$ cat src/shared/vmp_pkg.sv
// shared constants and types for the vector and message packet formatter
package vmp_pkg;

  // register bus
  localparam int APB_AW = 12;
  localparam logic [11:0] ADDR_CTRL = 12'h000;
  localparam logic [11:0] ADDR_STATUS = 12'h004;
  localparam logic [11:0] ADDR_PKT_CNT = 12'h008;
  localparam logic [11:0] ADDR_DROP_CNT = 12'h00c;
  localparam logic [11:0] ADDR_LAST_PKT = 12'h010;

  // control register fields and reset value
  localparam int CTRL_ENABLE_BIT = 0;
  localparam int CTRL_CLEAR_BIT = 1;
  localparam logic CTRL_ENABLE_RST = 1'b1;

  // status register fields
  localparam int STAT_HOLD_BIT = 0;
  localparam int STAT_SER_BIT = 1;
  localparam int STAT_LEFT_LO = 8;

  // word input widths
  localparam int WORD_POS_W = 7;
  localparam int SLOT_W = 2;
  localparam int KIND_W = 3;
  localparam int ARG_W = 11;
  localparam int OP_W = 3;
  localparam int INFO_W = 21;
  localparam int CNT_W = 7;
  localparam int BYTE_W = 8;

  // packet field positions, byte 3 is bits 31..24
  localparam int PK_ZERO = 31;
  localparam int PK_ID_LO = 24;
  localparam int PK_BAD = 23;
  localparam int PK_SLOT_LO = 21;
  localparam int PK_KIND_LO = 16;
  localparam int PK_ARG_LO = 3;
  localparam int PK_OP_LO = 0;
  localparam int PK_INFO_LO = 0;

  // argument layout for temporary address assignment
  localparam int ARG_TEMP_ID_LO = 7;
  localparam int ARG_CYCLE_LO = 0;

  // codes
  localparam logic [2:0] KIND_SHORT_INSTR = 3'h1;
  localparam logic [2:0] OP_TEMP_ADDR = 3'h0;
  localparam logic [2:0] OP_TEST = 3'h7;
  localparam logic [2:0] ERR_LIMIT = 3'h2;
  localparam logic [6:0] COMPANION_WORDS = 7'h01;

  typedef enum logic [1:0] {
    vmp_st_idle = 2'b01,
    vmp_st_hold = 2'b10
  } vmp_state_t;

endpackage : vmp_pkg

$ cat src/shared/vmp_byte_if.sv
// byte stream between serialiser and output buffer
`timescale 1ns/1ps
interface vmp_byte_if;
  logic valid;
  logic ready;
  logic [7:0] data;
  logic first;
  modport src (output valid, output data, output first, input ready);
  modport snk (input valid, input data, input first, output ready);
endinterface : vmp_byte_if

$ cat src/rtl/vmp_buf2.sv
// two-entry output buffer, head always in slot 0
`timescale 1ns/1ps
module vmp_buf2 #(
  parameter int W = vmp_pkg::BYTE_W + 1
) (
  // clock and reset
  input wire logic mclk,
  input wire logic rst,
  // filling side
  vmp_byte_if.snk bi,
  // draining side
  output logic out_valid,
  input wire logic out_ready,
  output logic [7:0] out_data,
  output logic out_first
);
  import vmp_pkg::*;

  typedef struct packed {
    logic v0;
    logic v1;
    logic [W-1:0] d0;
    logic [W-1:0] d1;
  } vmp_buf_t;

  vmp_buf_t st_ff;
  vmp_buf_t nxt_st;
  logic push;
  logic pop;

  assign bi.ready = !st_ff.v1;
  assign out_valid = st_ff.v0;
  assign out_data = st_ff.d0[7:0];
  assign out_first = st_ff.d0[8];

  always_comb begin
    nxt_st = st_ff;
    push = bi.valid && !st_ff.v1;
    pop = st_ff.v0 && out_ready;
    if (pop) begin
      nxt_st.d0 = st_ff.d1;
      nxt_st.v0 = st_ff.v1;
      nxt_st.v1 = 1'b0;
    end
    if (push) begin
      if (!nxt_st.v0) begin
        nxt_st.d0 = W'({bi.first, bi.data});
        nxt_st.v0 = 1'b1;
      end else begin
        nxt_st.d1 = W'({bi.first, bi.data});
        nxt_st.v1 = 1'b1;
      end
    end
  end

  always_ff @(posedge mclk) begin
    if (rst) begin
      st_ff <= '0;
    end else begin
      st_ff <= nxt_st;
    end
  end
endmodule : vmp_buf2

$ cat src/rtl/vmp_ser.sv
// packet to byte serialiser, most significant byte first
`timescale 1ns/1ps
module vmp_ser (
  // clock and reset
  input wire logic mclk,
  input wire logic rst,
  // packet in
  input wire logic in_valid,
  output logic in_ready,
  input wire logic [31:0] in_pkt,
  // bytes out
  vmp_byte_if.src bo
);
  import vmp_pkg::*;

  typedef struct packed {
    logic busy;
    logic [1:0] idx;
    logic [31:0] sh;
  } vmp_ser_t;

  vmp_ser_t st_ff;
  vmp_ser_t nxt_st;

  assign in_ready = !st_ff.busy;
  assign bo.valid = st_ff.busy;
  assign bo.data = st_ff.sh[31:24];
  assign bo.first = st_ff.idx == 2'h0;

  always_comb begin
    nxt_st = st_ff;
    if (st_ff.busy && bo.ready) begin
      nxt_st.sh = {st_ff.sh[23:0], 8'h00};
      nxt_st.idx = st_ff.idx + 2'h1;
      if (st_ff.idx == 2'h3) begin
        nxt_st.busy = 1'b0;
      end
    end
    if (in_valid && !st_ff.busy) begin
      nxt_st.busy = 1'b1;
      nxt_st.idx = 2'h0;
      nxt_st.sh = in_pkt;
    end
  end

  always_ff @(posedge mclk) begin
    if (rst) begin
      st_ff <= '0;
    end else begin
      st_ff <= nxt_st;
    end
  end
endmodule : vmp_ser

$ cat src/rtl/vmp_top.sv
// vector and message packet formatter with apb status and control
//
// What this block does
// - vector packet: id, bad, slot, kind, argument, opcode
// - vector kind field is always 001
// - vector id is its word position
// - vector bad on over two errors or check
// - slot field carries phase a..d as 0..3
// - argument passed unchanged, meaning set by opcode
// - long-address good vector gets one message packet
// - message packets only after a good vector
// - message id is its word position
// - message packet: id, bad, slot, information bits
// - message id carries position within the frame
// - message bad on over two bit errors
// - information bits passed through unchanged
`timescale 1ns/1ps
module vmp_top (
  // clock and reset
  input wire logic mclk,
  input wire logic rst,
  // apb slave
  input wire logic psel,
  input wire logic penable,
  input wire logic pwrite,
  input wire logic [vmp_pkg::APB_AW-1:0] paddr,
  input wire logic [31:0] pwdata,
  output logic [31:0] prdata,
  output logic pready,
  output logic pslverr,
  // decoded word from the frame decoder
  input wire logic wd_valid,
  output logic wd_ready,
  input wire logic wd_is_vector,
  input wire logic wd_long_addr,
  input wire logic [vmp_pkg::KIND_W-1:0] wd_vec_kind,
  input wire logic [vmp_pkg::WORD_POS_W-1:0] wd_word_number,
  input wire logic [vmp_pkg::SLOT_W-1:0] wd_slot,
  input wire logic [2:0] wd_bit_errors,
  input wire logic wd_check_fail,
  input wire logic [vmp_pkg::CNT_W-1:0] wd_msg_words,
  input wire logic [vmp_pkg::INFO_W-1:0] wd_data,
  // packet byte stream to the host link
  output logic pk_valid,
  input wire logic pk_ready,
  output logic [7:0] pk_byte,
  output logic pk_first
);
  import vmp_pkg::*;

  typedef struct packed {
    vmp_state_t state;
    logic wd_ready;
    logic [31:0] pkt;
    logic [CNT_W-1:0] msg_left;
    logic enable;
    logic [15:0] vec_cnt;
    logic [15:0] msg_cnt;
    logic [15:0] drop_cnt;
    logic pready;
    logic pslverr;
    logic [31:0] prdata;
  } vmp_main_t;

  vmp_main_t st_ff;
  vmp_main_t nxt_st;
  logic ser_ready;
  logic ser_busy;
  logic acc;
  logic short_vec;
  logic bad_vec;
  logic bad_msg;
  logic emit_vec;
  logic emit_msg;
  logic apb_acc;
  logic apb_wr;
  logic clr;

  vmp_byte_if bytes_if ();

  function automatic logic addr_hit(input logic [APB_AW-1:0] a);
    return a == ADDR_CTRL || a == ADDR_STATUS || a == ADDR_PKT_CNT ||
           a == ADDR_DROP_CNT || a == ADDR_LAST_PKT;
  endfunction : addr_hit

  function automatic logic [15:0] bump(input logic [15:0] v, input logic c, input logic e);
    logic [15:0] b;
    b = c ? 16'h0000 : v;
    return b + {15'h0000, e};
  endfunction : bump

  // vector packet: byte 2 bits 4..3 and byte 1 bits 7..6 left zero
  function automatic logic [31:0] fmt_vec(input logic [WORD_POS_W-1:0] wpos, input logic bad,
                                          input logic [SLOT_W-1:0] slot,
                                          input logic [INFO_W-1:0] d);
    logic [31:0] p;
    p = 32'h0000_0000;
    p[PK_ID_LO +: WORD_POS_W] = wpos;
    p[PK_BAD] = bad;
    p[PK_SLOT_LO +: SLOT_W] = slot;
    p[PK_KIND_LO +: KIND_W] = KIND_SHORT_INSTR;
    p[PK_ARG_LO +: ARG_W] = d[PK_ARG_LO +: ARG_W];
    p[PK_OP_LO +: OP_W] = d[PK_OP_LO +: OP_W];
    return p;
  endfunction : fmt_vec

  function automatic logic [31:0] fmt_msg(input logic [WORD_POS_W-1:0] wpos, input logic bad,
                                          input logic [SLOT_W-1:0] slot,
                                          input logic [INFO_W-1:0] d);
    logic [31:0] p;
    p = 32'h0000_0000;
    p[PK_ID_LO +: WORD_POS_W] = wpos;
    p[PK_BAD] = bad;
    p[PK_SLOT_LO +: SLOT_W] = slot;
    p[PK_INFO_LO +: INFO_W] = d;
    return p;
  endfunction : fmt_msg

  function automatic logic [31:0] rd_word(input logic [APB_AW-1:0] a, input vmp_main_t s,
                                          input logic sb);
    logic [31:0] r;
    r = 32'h0000_0000;
    case (a)
      ADDR_CTRL: r[CTRL_ENABLE_BIT] = s.enable;
      ADDR_STATUS: begin
        r[STAT_HOLD_BIT] = s.state == vmp_st_hold;
        r[STAT_SER_BIT] = sb;
        r[STAT_LEFT_LO +: CNT_W] = s.msg_left;
      end
      ADDR_PKT_CNT: r = {s.msg_cnt, s.vec_cnt};
      ADDR_DROP_CNT: r = {16'h0000, s.drop_cnt};
      ADDR_LAST_PKT: r = s.pkt;
      default: r = 32'h0000_0000;
    endcase
    return r;
  endfunction : rd_word

  always_comb begin
    nxt_st = st_ff;
    acc = wd_valid && st_ff.wd_ready;
    bad_vec = (wd_bit_errors > ERR_LIMIT) || wd_check_fail;
    bad_msg = wd_bit_errors > ERR_LIMIT;
    short_vec = wd_is_vector && wd_vec_kind == KIND_SHORT_INSTR;
    emit_vec = acc && st_ff.enable && short_vec;
    emit_msg = acc && st_ff.enable && !wd_is_vector && st_ff.msg_left != '0;
    apb_acc = psel && penable && !st_ff.pready;
    apb_wr = psel && penable && st_ff.pready && pwrite && paddr == ADDR_CTRL;
    clr = apb_wr && pwdata[CTRL_CLEAR_BIT];

    case (st_ff.state)
      vmp_st_idle: begin
        if (acc && st_ff.enable && wd_is_vector) begin
          // a bad vector closes the page so stray message words are dropped
          if (bad_vec) begin
            nxt_st.msg_left = '0;
          end else if (short_vec) begin
            nxt_st.msg_left = wd_long_addr ? COMPANION_WORDS : '0;
          end else begin
            nxt_st.msg_left = wd_msg_words;
          end
        end
        if (emit_vec) begin
          nxt_st.pkt = fmt_vec(wd_word_number, bad_vec, wd_slot, wd_data);
          nxt_st.state = vmp_st_hold;
        end else if (emit_msg) begin
          // companion words go out raw; the host discards their content
          nxt_st.pkt = fmt_msg(wd_word_number, bad_msg, wd_slot, wd_data);
          nxt_st.msg_left = st_ff.msg_left - 7'h01;
          nxt_st.state = vmp_st_hold;
        end
      end
      vmp_st_hold: begin
        if (ser_ready) begin
          nxt_st.state = vmp_st_idle;
        end
      end
      default: nxt_st.state = vmp_st_idle;
    endcase
    // one word in flight keeps the vector and its companion in order
    nxt_st.wd_ready = nxt_st.state == vmp_st_idle;

    nxt_st.vec_cnt = bump(st_ff.vec_cnt, clr, emit_vec);
    nxt_st.msg_cnt = bump(st_ff.msg_cnt, clr, emit_msg);
    nxt_st.drop_cnt = bump(st_ff.drop_cnt, clr, acc && !wd_is_vector && !emit_msg);

    // one wait state: pready comes from a flop
    nxt_st.pready = apb_acc;
    nxt_st.pslverr = apb_acc && !addr_hit(paddr);
    if (apb_acc) begin
      nxt_st.prdata = pwrite ? 32'h0000_0000 : rd_word(paddr, st_ff, ser_busy);
    end
    if (apb_wr) begin
      nxt_st.enable = pwdata[CTRL_ENABLE_BIT];
    end
  end

  always_ff @(posedge mclk) begin
    if (rst) begin
      st_ff <= '0;
      st_ff.state <= vmp_st_idle;
      st_ff.enable <= CTRL_ENABLE_RST;
    end else begin
      st_ff <= nxt_st;
    end
  end

  assign wd_ready = st_ff.wd_ready;
  assign prdata = st_ff.prdata;
  assign pready = st_ff.pready;
  assign pslverr = st_ff.pslverr;
  assign ser_busy = !ser_ready;

  vmp_ser u_ser (
    .mclk(mclk),
    .rst(rst),
    .in_valid(st_ff.state == vmp_st_hold),
    .in_ready(ser_ready),
    .in_pkt(st_ff.pkt),
    .bo(bytes_if)
  );

  vmp_buf2 #(.W(BYTE_W + 1)) u_buf (
    .mclk(mclk),
    .rst(rst),
    .bi(bytes_if),
    .out_valid(pk_valid),
    .out_ready(pk_ready),
    .out_data(pk_byte),
    .out_first(pk_first)
  );
endmodule : vmp_top

$ cat config.mk
export PLATFORM = sky130hd
export DESIGN_NAME = vmp_top
export DESIGN_NICKNAME = d
export VERILOG_FILES = /design/src/shared/vmp_pkg.sv /design/src/shared/vmp_byte_if.sv /design/src/rtl/vmp_buf2.sv /design/src/rtl/vmp_ser.sv /design/src/rtl/vmp_top.sv
export SDC_FILE = /design/constraint.sdc
export NUM_CORES = 1
export LEC_CHECK = 0
export ABC_AREA = 1
export ABC_CLOCK_PERIOD_IN_PS = 4100
export BUFFER_PORTS_ARGS = -buffer_cell sky130_fd_sc_hd__buf_2
export CAP_MARGIN = 40
export CORE_ASPECT_RATIO = 1.2
export CORE_MARGIN = 1.5
export CORE_UTILIZATION = 40
export DETAILED_ROUTE_END_ITERATION = 16
export SKIP_LAST_GASP = 1
export SLEW_MARGIN = 30
export SYNTH_ARGS = -nofsm -noshare
export SYNTH_HDL_FRONTEND = slang
export SYNTH_SLANG_ARGS = --single-unit
$ cat constraint.sdc
create_clock -name mclk -period 4.1 [get_ports mclk]
set_input_delay 0.615 -clock mclk [delete_from_list [all_inputs] [get_ports mclk]]
set_output_delay 0.615 -clock mclk [all_outputs]
set_load 0.005 [all_outputs]
* Yosys cells after proc, flatten, opt, wreduce, memory -nomap -nowiden
Index checks and enable logic that the tools add are counted.
Storage, ports and cells: bits in registers 180, bits of input ports 97, output and inout bits 45, word-level logic and storage cells 101
Operators by class: $add $sub $neg 5, order comparisons 1, eq/ne operators 9, muxes and demuxes 28, reduce and logical (&&, ||, !) cells 40
Operator list (number):
- $mux W35 | 2
- $mux W32 | 2
- $pmux W17 S3 | 1
- $add A16 B1 Y16 | 3
- $mux W16 | 3
- $mux W39 | 1
- $mux W7 | 4
- $pmux W7 S4 | 1
- $eq A12 B4 Y1 const B | 2
- $mux W20 | 1
- $logic_and A1 B1 Y1 | 19
- $mux W9 | 2
- $pmux W6 S3 | 1
- $eq A12 B3 Y1 const B | 1
- $eq A12 B5 Y1 const B | 1
- $logic_not A12 Y1 | 1
- $mux W11 | 1
- $reduce_bool A7 Y1 | 1
- $sub A7 B1 Y7 const B | 1
- $logic_not A1 Y1 | 6
- $mux W2 | 3
- $reduce_and A2 Y1 | 3
- $reduce_bool A2 Y1 | 3
- $logic_or A1 B1 Y1 | 5
- 11 further kinds | 15

* Depth between registers and ports, before layout
depth in word-level cells 8, gate-level depth with buffers 17

* Modules after synthesis
Synthesis repeated with hierarchy kept, for this count alone.
Unflattened totals: cells, all modules 1388, area, all modules 9676.8 um2
Modules (own cells, without submodules):
- vmp_top | times used 1, cells an instance 979, area an instance 6543.8 um2, seq. area each 2482.4 um2
- vmp_ser | times used 1, cells an instance 251, area an instance 2030.7 um2, seq. area each 700.7 um2
- vmp_buf2 | times used 1, cells an instance 158, area an instance 1102.3 um2, seq. area each 400.4 um2

* Worst setup path before layout
OpenSTA, ideal clock, no wires.
kind input to register, from input port paddr[11] (netlist name), to register st_ff[64] (netlist name), setup time 115 ps, arrival 2477 ps, data required time 3985 ps, setup slack 1508 ps, stages 17, path buffers 3, path through nor2_1 -> nand2_1 -> nor2_4 -> nand4_4 -> buf_6 -> buf_6 -> buf_2 -> nand2_1 -> inv_1 -> ha_1 -> ha_1 -> nand4_2 -> nor2_2 -> nand3_1 -> nor2_1 -> nor2_1 -> nor2_1
On the way: word-level cells in the longest chain between the ends 5
Ends and longest elaborated chain:
- start, declared | RTL line vmp_top.sv:26 | input wire logic [vmp_pkg::APB_AW-1:0] paddr,
- $logic_not A12 Y1 | RTL line vmp_top.sv:147 | apb_wr = psel && penable && st_ff.pready && pwrite && paddr == ADDR_CTRL;
- $logic_and A1 B1 Y1 | RTL line vmp_top.sv:147
- $logic_and A1 B1 Y1 | RTL line vmp_top.sv:148 | clr = apb_wr && pwdata[CTRL_CLEAR_BIT];
- $mux W16 | RTL line vmp_top.sv:88 | b = c ? 16'h0000 : v;
- $add A16 B1 Y16 | RTL line vmp_top.sv:89 | return b + {15'h0000, e};
- end signal, assigned | RTL line vmp_top.sv:203 | st_ff <= nxt_st;
- end, declared | RTL line vmp_top.sv:65 | vmp_main_t st_ff;
Every way passes these cells. A chain may end at the register's enable or synchronous reset.

* Worst setup path after layout
from register st_ff[83] (netlist name), to register st_ff[49] (netlist name)
On the way: word-level cells in the longest chain between the ends 5
Ends and longest elaborated chain:
- $reduce_bool A7 Y1 | RTL line vmp_top.sv:145 | emit_msg = acc && st_ff.enable && !wd_is_vector && st_ff.msg_left != '0;
- $logic_and A1 B1 Y1 | RTL line vmp_top.sv:145
- $logic_not A1 Y1 | RTL line vmp_top.sv:184 | nxt_st.drop_cnt = bump(st_ff.drop_cnt, clr, acc && !wd_is_vector && !emit_msg);
- $logic_and A1 B1 Y1 | RTL line vmp_top.sv:184
- $add A16 B1 Y16 | RTL line vmp_top.sv:89
Every way passes these cells.

==> impl_summary.txt <==
----------------------------------------------------
[Outcome]
  Run status ... finished, final reports clean

[Timing]
  Max-slew violation total from the final report ... 0
  Number of setup violations in the final report ... 0
  Min setup slack post-route ... 1.27 ns
  Worst Skew ... 0.00934 ns
  Slew at the pin closest to its max-slew limit ... 0.785 ns
  Setup TNS ... 0 ns
  Achievable Freq ... 353 MHz
  RSZ-0062 raised after global routing ... no
  Time the final worst path needs with I/O delays and setup ... 2.83 ns
  Endpoints failing hold ... 0
  Ratio of final minimum period to clock period ... 69.0%
  Worst rel slew slack ... 47.7%

[Worst hold path]
  Worst Min Path Start ... pwdata[0]
  Sink of the worst hold path ... st_ff[82]
  Hold Crit Depth ... 3
  Worst Hold Class ... input port to flip-flop

[CTS]
  Clock Path Buffers ... 2
  Hold-fix buffer count after cts ... 0
  # resized after CTS ... 0
  Count of buffers added by post-CTS timing repair for setup ... 0
  Number of sinks driven by the clock tree ... 179
  Clock tree from TritonCTS ... yes
  Cell chosen for the clock root ... sky130_fd_sc_hd__clkbuf_16
  Number of buffers created by CTS ... 17
  Clk slew on worst S/H paths ... 0.07 ns
  Source-to-sink clock delay at the later pin of the worst-skew pair ... 0.43 ns
  H-Tree Level Count ... 4

[Global route]
  Number of global-route vias before repair ... 7391
  First-pass GRT wire length ... 38100 um
  Met1 layer usage reported by global route ... 27.0%
  Global-route met2 utilization ... 38.3%
  Most Crowded Layer GR ... met2
  Initial antenna violation count ... 0
  Largest net degree at the start of global routing ... 98
  GRT Util Overall ... 21.9%
  Total congestion overflow after global routing ... 0
  Met3 global-route usage ... 2.98%

[Pwr]
  Maximum vdd drop ... 0.000279 V
  Total design power ... 3.73 mW
  Leakage dissipation ... 3.91 nW
  Cell Pwr Density ... 380 nW/um2

[Finish]
  NumNets Final ... 1407
  Number of antenna diodes ... 0
  Share of the core filled with cells in the final layout ... 45.5%
  Layout fillers ... 2237
  Post-route cell area ... 9820 um2
  Most common library cell in the layout ignoring fill and taps ... sky130_fd_sc_hd__nand2_1
  Fraction of layout cells with a size suffix above 1 ... 15.0%
  Area added between synthesis and finish ... 12.6%
  Area occupied by registers ... 3580 um2
  Commonest cells after routing, fill and taps aside ... 281 x sky130_fd_sc_hd__nand2_1, 179 x sky130_fd_sc_hd__dfxtp_1, 142 x sky130_fd_sc_hd__nor2_1
  Multi-input combinational cell area ... 4050 um2

[Worst setup path]
  Type of the setup path with the least slack ... flip-flop to flip-flop
  Slowest cell on the critical path ... sky130_fd_sc_hd__nor2_2
  Reg-to-reg setup timing slack ... 1.27 ns
  Startpoint types ... flip-flop
  End of the worst register-to-register path ... st_ff[49]
  Nature of the critical path endpoint ... flip-flop
  Worst r2r path cells ... 13
  Critical Path Fanout Max ... 18
  Signal arrival time at the worst endpoint ... 3.11 ns
  Worst R2R Start ... st_ff[83]
  Crit-path max cell delay ... 0.35 ns
  Worst path required time ... 4.38 ns
  Worst path cell trace ... inv_1 > ha_1 > nand3_1 > nor2_2 > nor3_4 > buf_4 > nor3_1 > ha_1 > nand4_1 > nor2_2 > nand2_1 > nand2_1 > a21oi_1

[Yosys]
  Number of distinct library cell variants in the gate-level netlist after synthesis ... 41
  Synthesized area per cell ... 6.97 um2
  Mux share of post-synthesis cell area ... 0%
  Dominant combinational cell family by area after synthesis ... simple AND/OR/NAND/NOR gates
  Synthesized-area fraction occupied by ao, oa, aoi and oai cells ... 17.6%
  Fraction of the mapped netlist area in adder cells ... 1.72%
  Area of the mapped netlist ... 8720 um2
  Post-synthesis share of cell area spent on xor and xnor gates ... 0.703%
  Part of the Yosys area used for sequential elements ... 41.1%
  Simple-gate area share of the yosys netlist ... 26.3%
  Cells after Synth ... 1251
  Number of flip-flops and latches in the synthesized netlist ... 179
  Number of synthesis warnings ... 0
  Nets in the synthesized netlist ... 1360

[Detailed routing]
  Via count ... 7971
  Count of TritonRoute iterations in the first routing pass ... 5
  DR vias/cell ... 5.03
  Routed WL ... 24300 um
  Drc violations ... 0
  Post-detailed-route wirelength per cell ... 15.3 um
  Antenna Nets Post-Route ... 0
  DRC violation total after the first TritonRoute iteration ... 651

[Floorplan]
  Height of the die ... 165 um
  Initial cell density of the core ... 40.5%
  Die span in x ... 138 um
  Number of I/O pins ... 142
  Std-Cell Rows ... 59
  Core ar. ... 21600 um2
  Die outline area ... 22700 um2

[Place]
  Detailed placer's ending HPWL ... 17500 um
  Minimum setup slack after placement ... 1.06 ns
  RePlAce Congestion ... 0.863
  I/O Buffers ... 111
  Cell area reported after detailed placement ... 9190 um2

[Flow run]
  Max_cap viols ... 0

----------------------------------------------------
-- cells by family after synthesis --
group,count (synthesis)
xor gates and xnor gates,7
AOI/OAI and AO/OA,277
and+or+nand+nor,538
adders and majority gates,12
buffers and inverters,238
DFF,179
-- cells in the mapped netlist --
cell type / count / share of area [%]
sky130_fd_sc_hd__nand2_1: 281 / 12
sky130_fd_sc_hd__dfxtp_1: 179 / 41
sky130_fd_sc_hd__nor2_1: 142 / 6.1
sky130_fd_sc_hd__inv_1: 130 / 5.6
sky130_fd_sc_hd__a21oi_1: 114 / 6.5
sky130_fd_sc_hd__o21ai_0: 96 / 5.5
sky130_fd_sc_hd__nand3_1: 65 / 3.7
sky130_fd_sc_hd__buf_4: 46 / 4.0
sky130_fd_sc_hd__clkbuf_1: 37 / 1.6
sky130_fd_sc_hd__a31oi_1: 15 / 1.1
sky130_fd_sc_hd__a221oi_1: 13 / 1.3
sky130_fd_sc_hd__nand4_1: 13 / 0.93
sky130_fd_sc_hd__ha_1: 12 / 1.7
sky130_fd_sc_hd__nor2_2: 12 / 0.86
sky130_fd_sc_hd__inv_2: 11 / 0.47
sky130_fd_sc_hd__o22ai_1: 10 / 0.72
sky130_fd_sc_hd__o211ai_1: 9 / 0.77
sky130_fd_sc_hd__buf_2: 8 / 0.46
sky130_fd_sc_hd__nor3_1: 7 / 0.40
sky130_fd_sc_hd__xor2_1: 7 / 0.70
sky130_fd_sc_hd__o21ai_1: 6 / 0.34
sky130_fd_sc_hd__a211oi_1: 4 / 0.34
sky130_fd_sc_hd__buf_6: 3 / 0.39
sky130_fd_sc_hd__nand2_2: 3 / 0.22
sky130_fd_sc_hd__nor2_4: 3 / 0.39
sky130_fd_sc_hd__o2111ai_1: 3 / 0.30
sky130_fd_sc_hd__buf_1: 2 / 0.086
sky130_fd_sc_hd__nand3_2: 2 / 0.23
sky130_fd_sc_hd__nand3b_1: 2 / 0.17
sky130_fd_sc_hd__nand4_2: 2 / 0.29
sky130_fd_sc_hd__nor3_4: 2 / 0.37
sky130_fd_sc_hd__o221ai_1: 2 / 0.20
sky130_fd_sc_hd__o31ai_1: 2 / 0.17
sky130_fd_sc_hd__a22o_1: 1 / 0.10
sky130_fd_sc_hd__and2_2: 1 / 0.086
sky130_fd_sc_hd__clkinv_1: 1 / 0.043
sky130_fd_sc_hd__nand4_4: 1 / 0.24
sky130_fd_sc_hd__nor3_2: 1 / 0.11
sky130_fd_sc_hd__o21ai_2: 1 / 0.10
sky130_fd_sc_hd__o21bai_1: 1 / 0.086
sky130_fd_sc_hd__or2_2: 1 / 0.072
-- cell type report --
cell class              count  area share, %
clock buffers              18           4.37
clock inverters            14           2.05
inverters                 142           5.43
multi-input cells         834           41.2
flip-flops and latches    179           36.5
well taps                 274           3.49
repair buffers            124           6.92
-- stage by stage --
stage                     cells  hold slack [ns]
final                      1585            0.406
after detailed placement   1553            0.442
after floorplan            1251            0.425
after CTS                  1585            0.395
after global placement     1552            0.435
after global routing       1585            0.427
-- state kept, by name (all words and copies together), names as in the netlist --
signal	cells
u_ser.st_ff	26
wd_ready	1
u_buf.st_ff	10
u_ser.bo.valid	1
u_buf.out_valid	1
u_buf.out_data	8
pready	1
pslverr	1
prdata	32
u_buf.out_first	1
st_ff	89
u_ser.bo.data	8
-- critical path: cells and delay by family, from the launching register on --
family          cells  cell delay (ns)
simple gates        8             1.43
fa+ha+maj           2             0.53
buf+inv             2             0.37
flops               1             0.31
compound gates      1             0.05
-- per-layer routing --
metal  up-vias  routed length [um]
li1       4130                   -
met1      3648               10700
met2       157               12200
met3        36                 726
met4         0                 640
met5         -                   0
-- how the worst max path moves through the flow --
stage,cells past startpoint,from,slack [ns],endpoint
6_report,13,st_ff[83],1.27,st_ff[49]
5_1_grt,12,st_ff[83],1.06,st_ff[41]
4_1_cts,13,st_ff[83],1.26,st_ff[49]
3_5_place_dp,15,paddr[11],1.06,st_ff[64]
3_3_place_gp,15,paddr[9],1.05,st_ff[64]
2_1_floorplan,17,paddr[11],1.51,st_ff[64]
-- power breakdown --
| group | switching (mW) | internal, mW | total, mW |
|---|---|---|---|
| combinational | 0.133 | 0.0688 | 0.202 |
| sequential | 0.0150 | 1.76 | 1.77 |
| clock | 0.727 | 1.03 | 1.76 |
| total | 0.875 | 2.86 | 3.73 |
(Power assumes the default switching activity.)
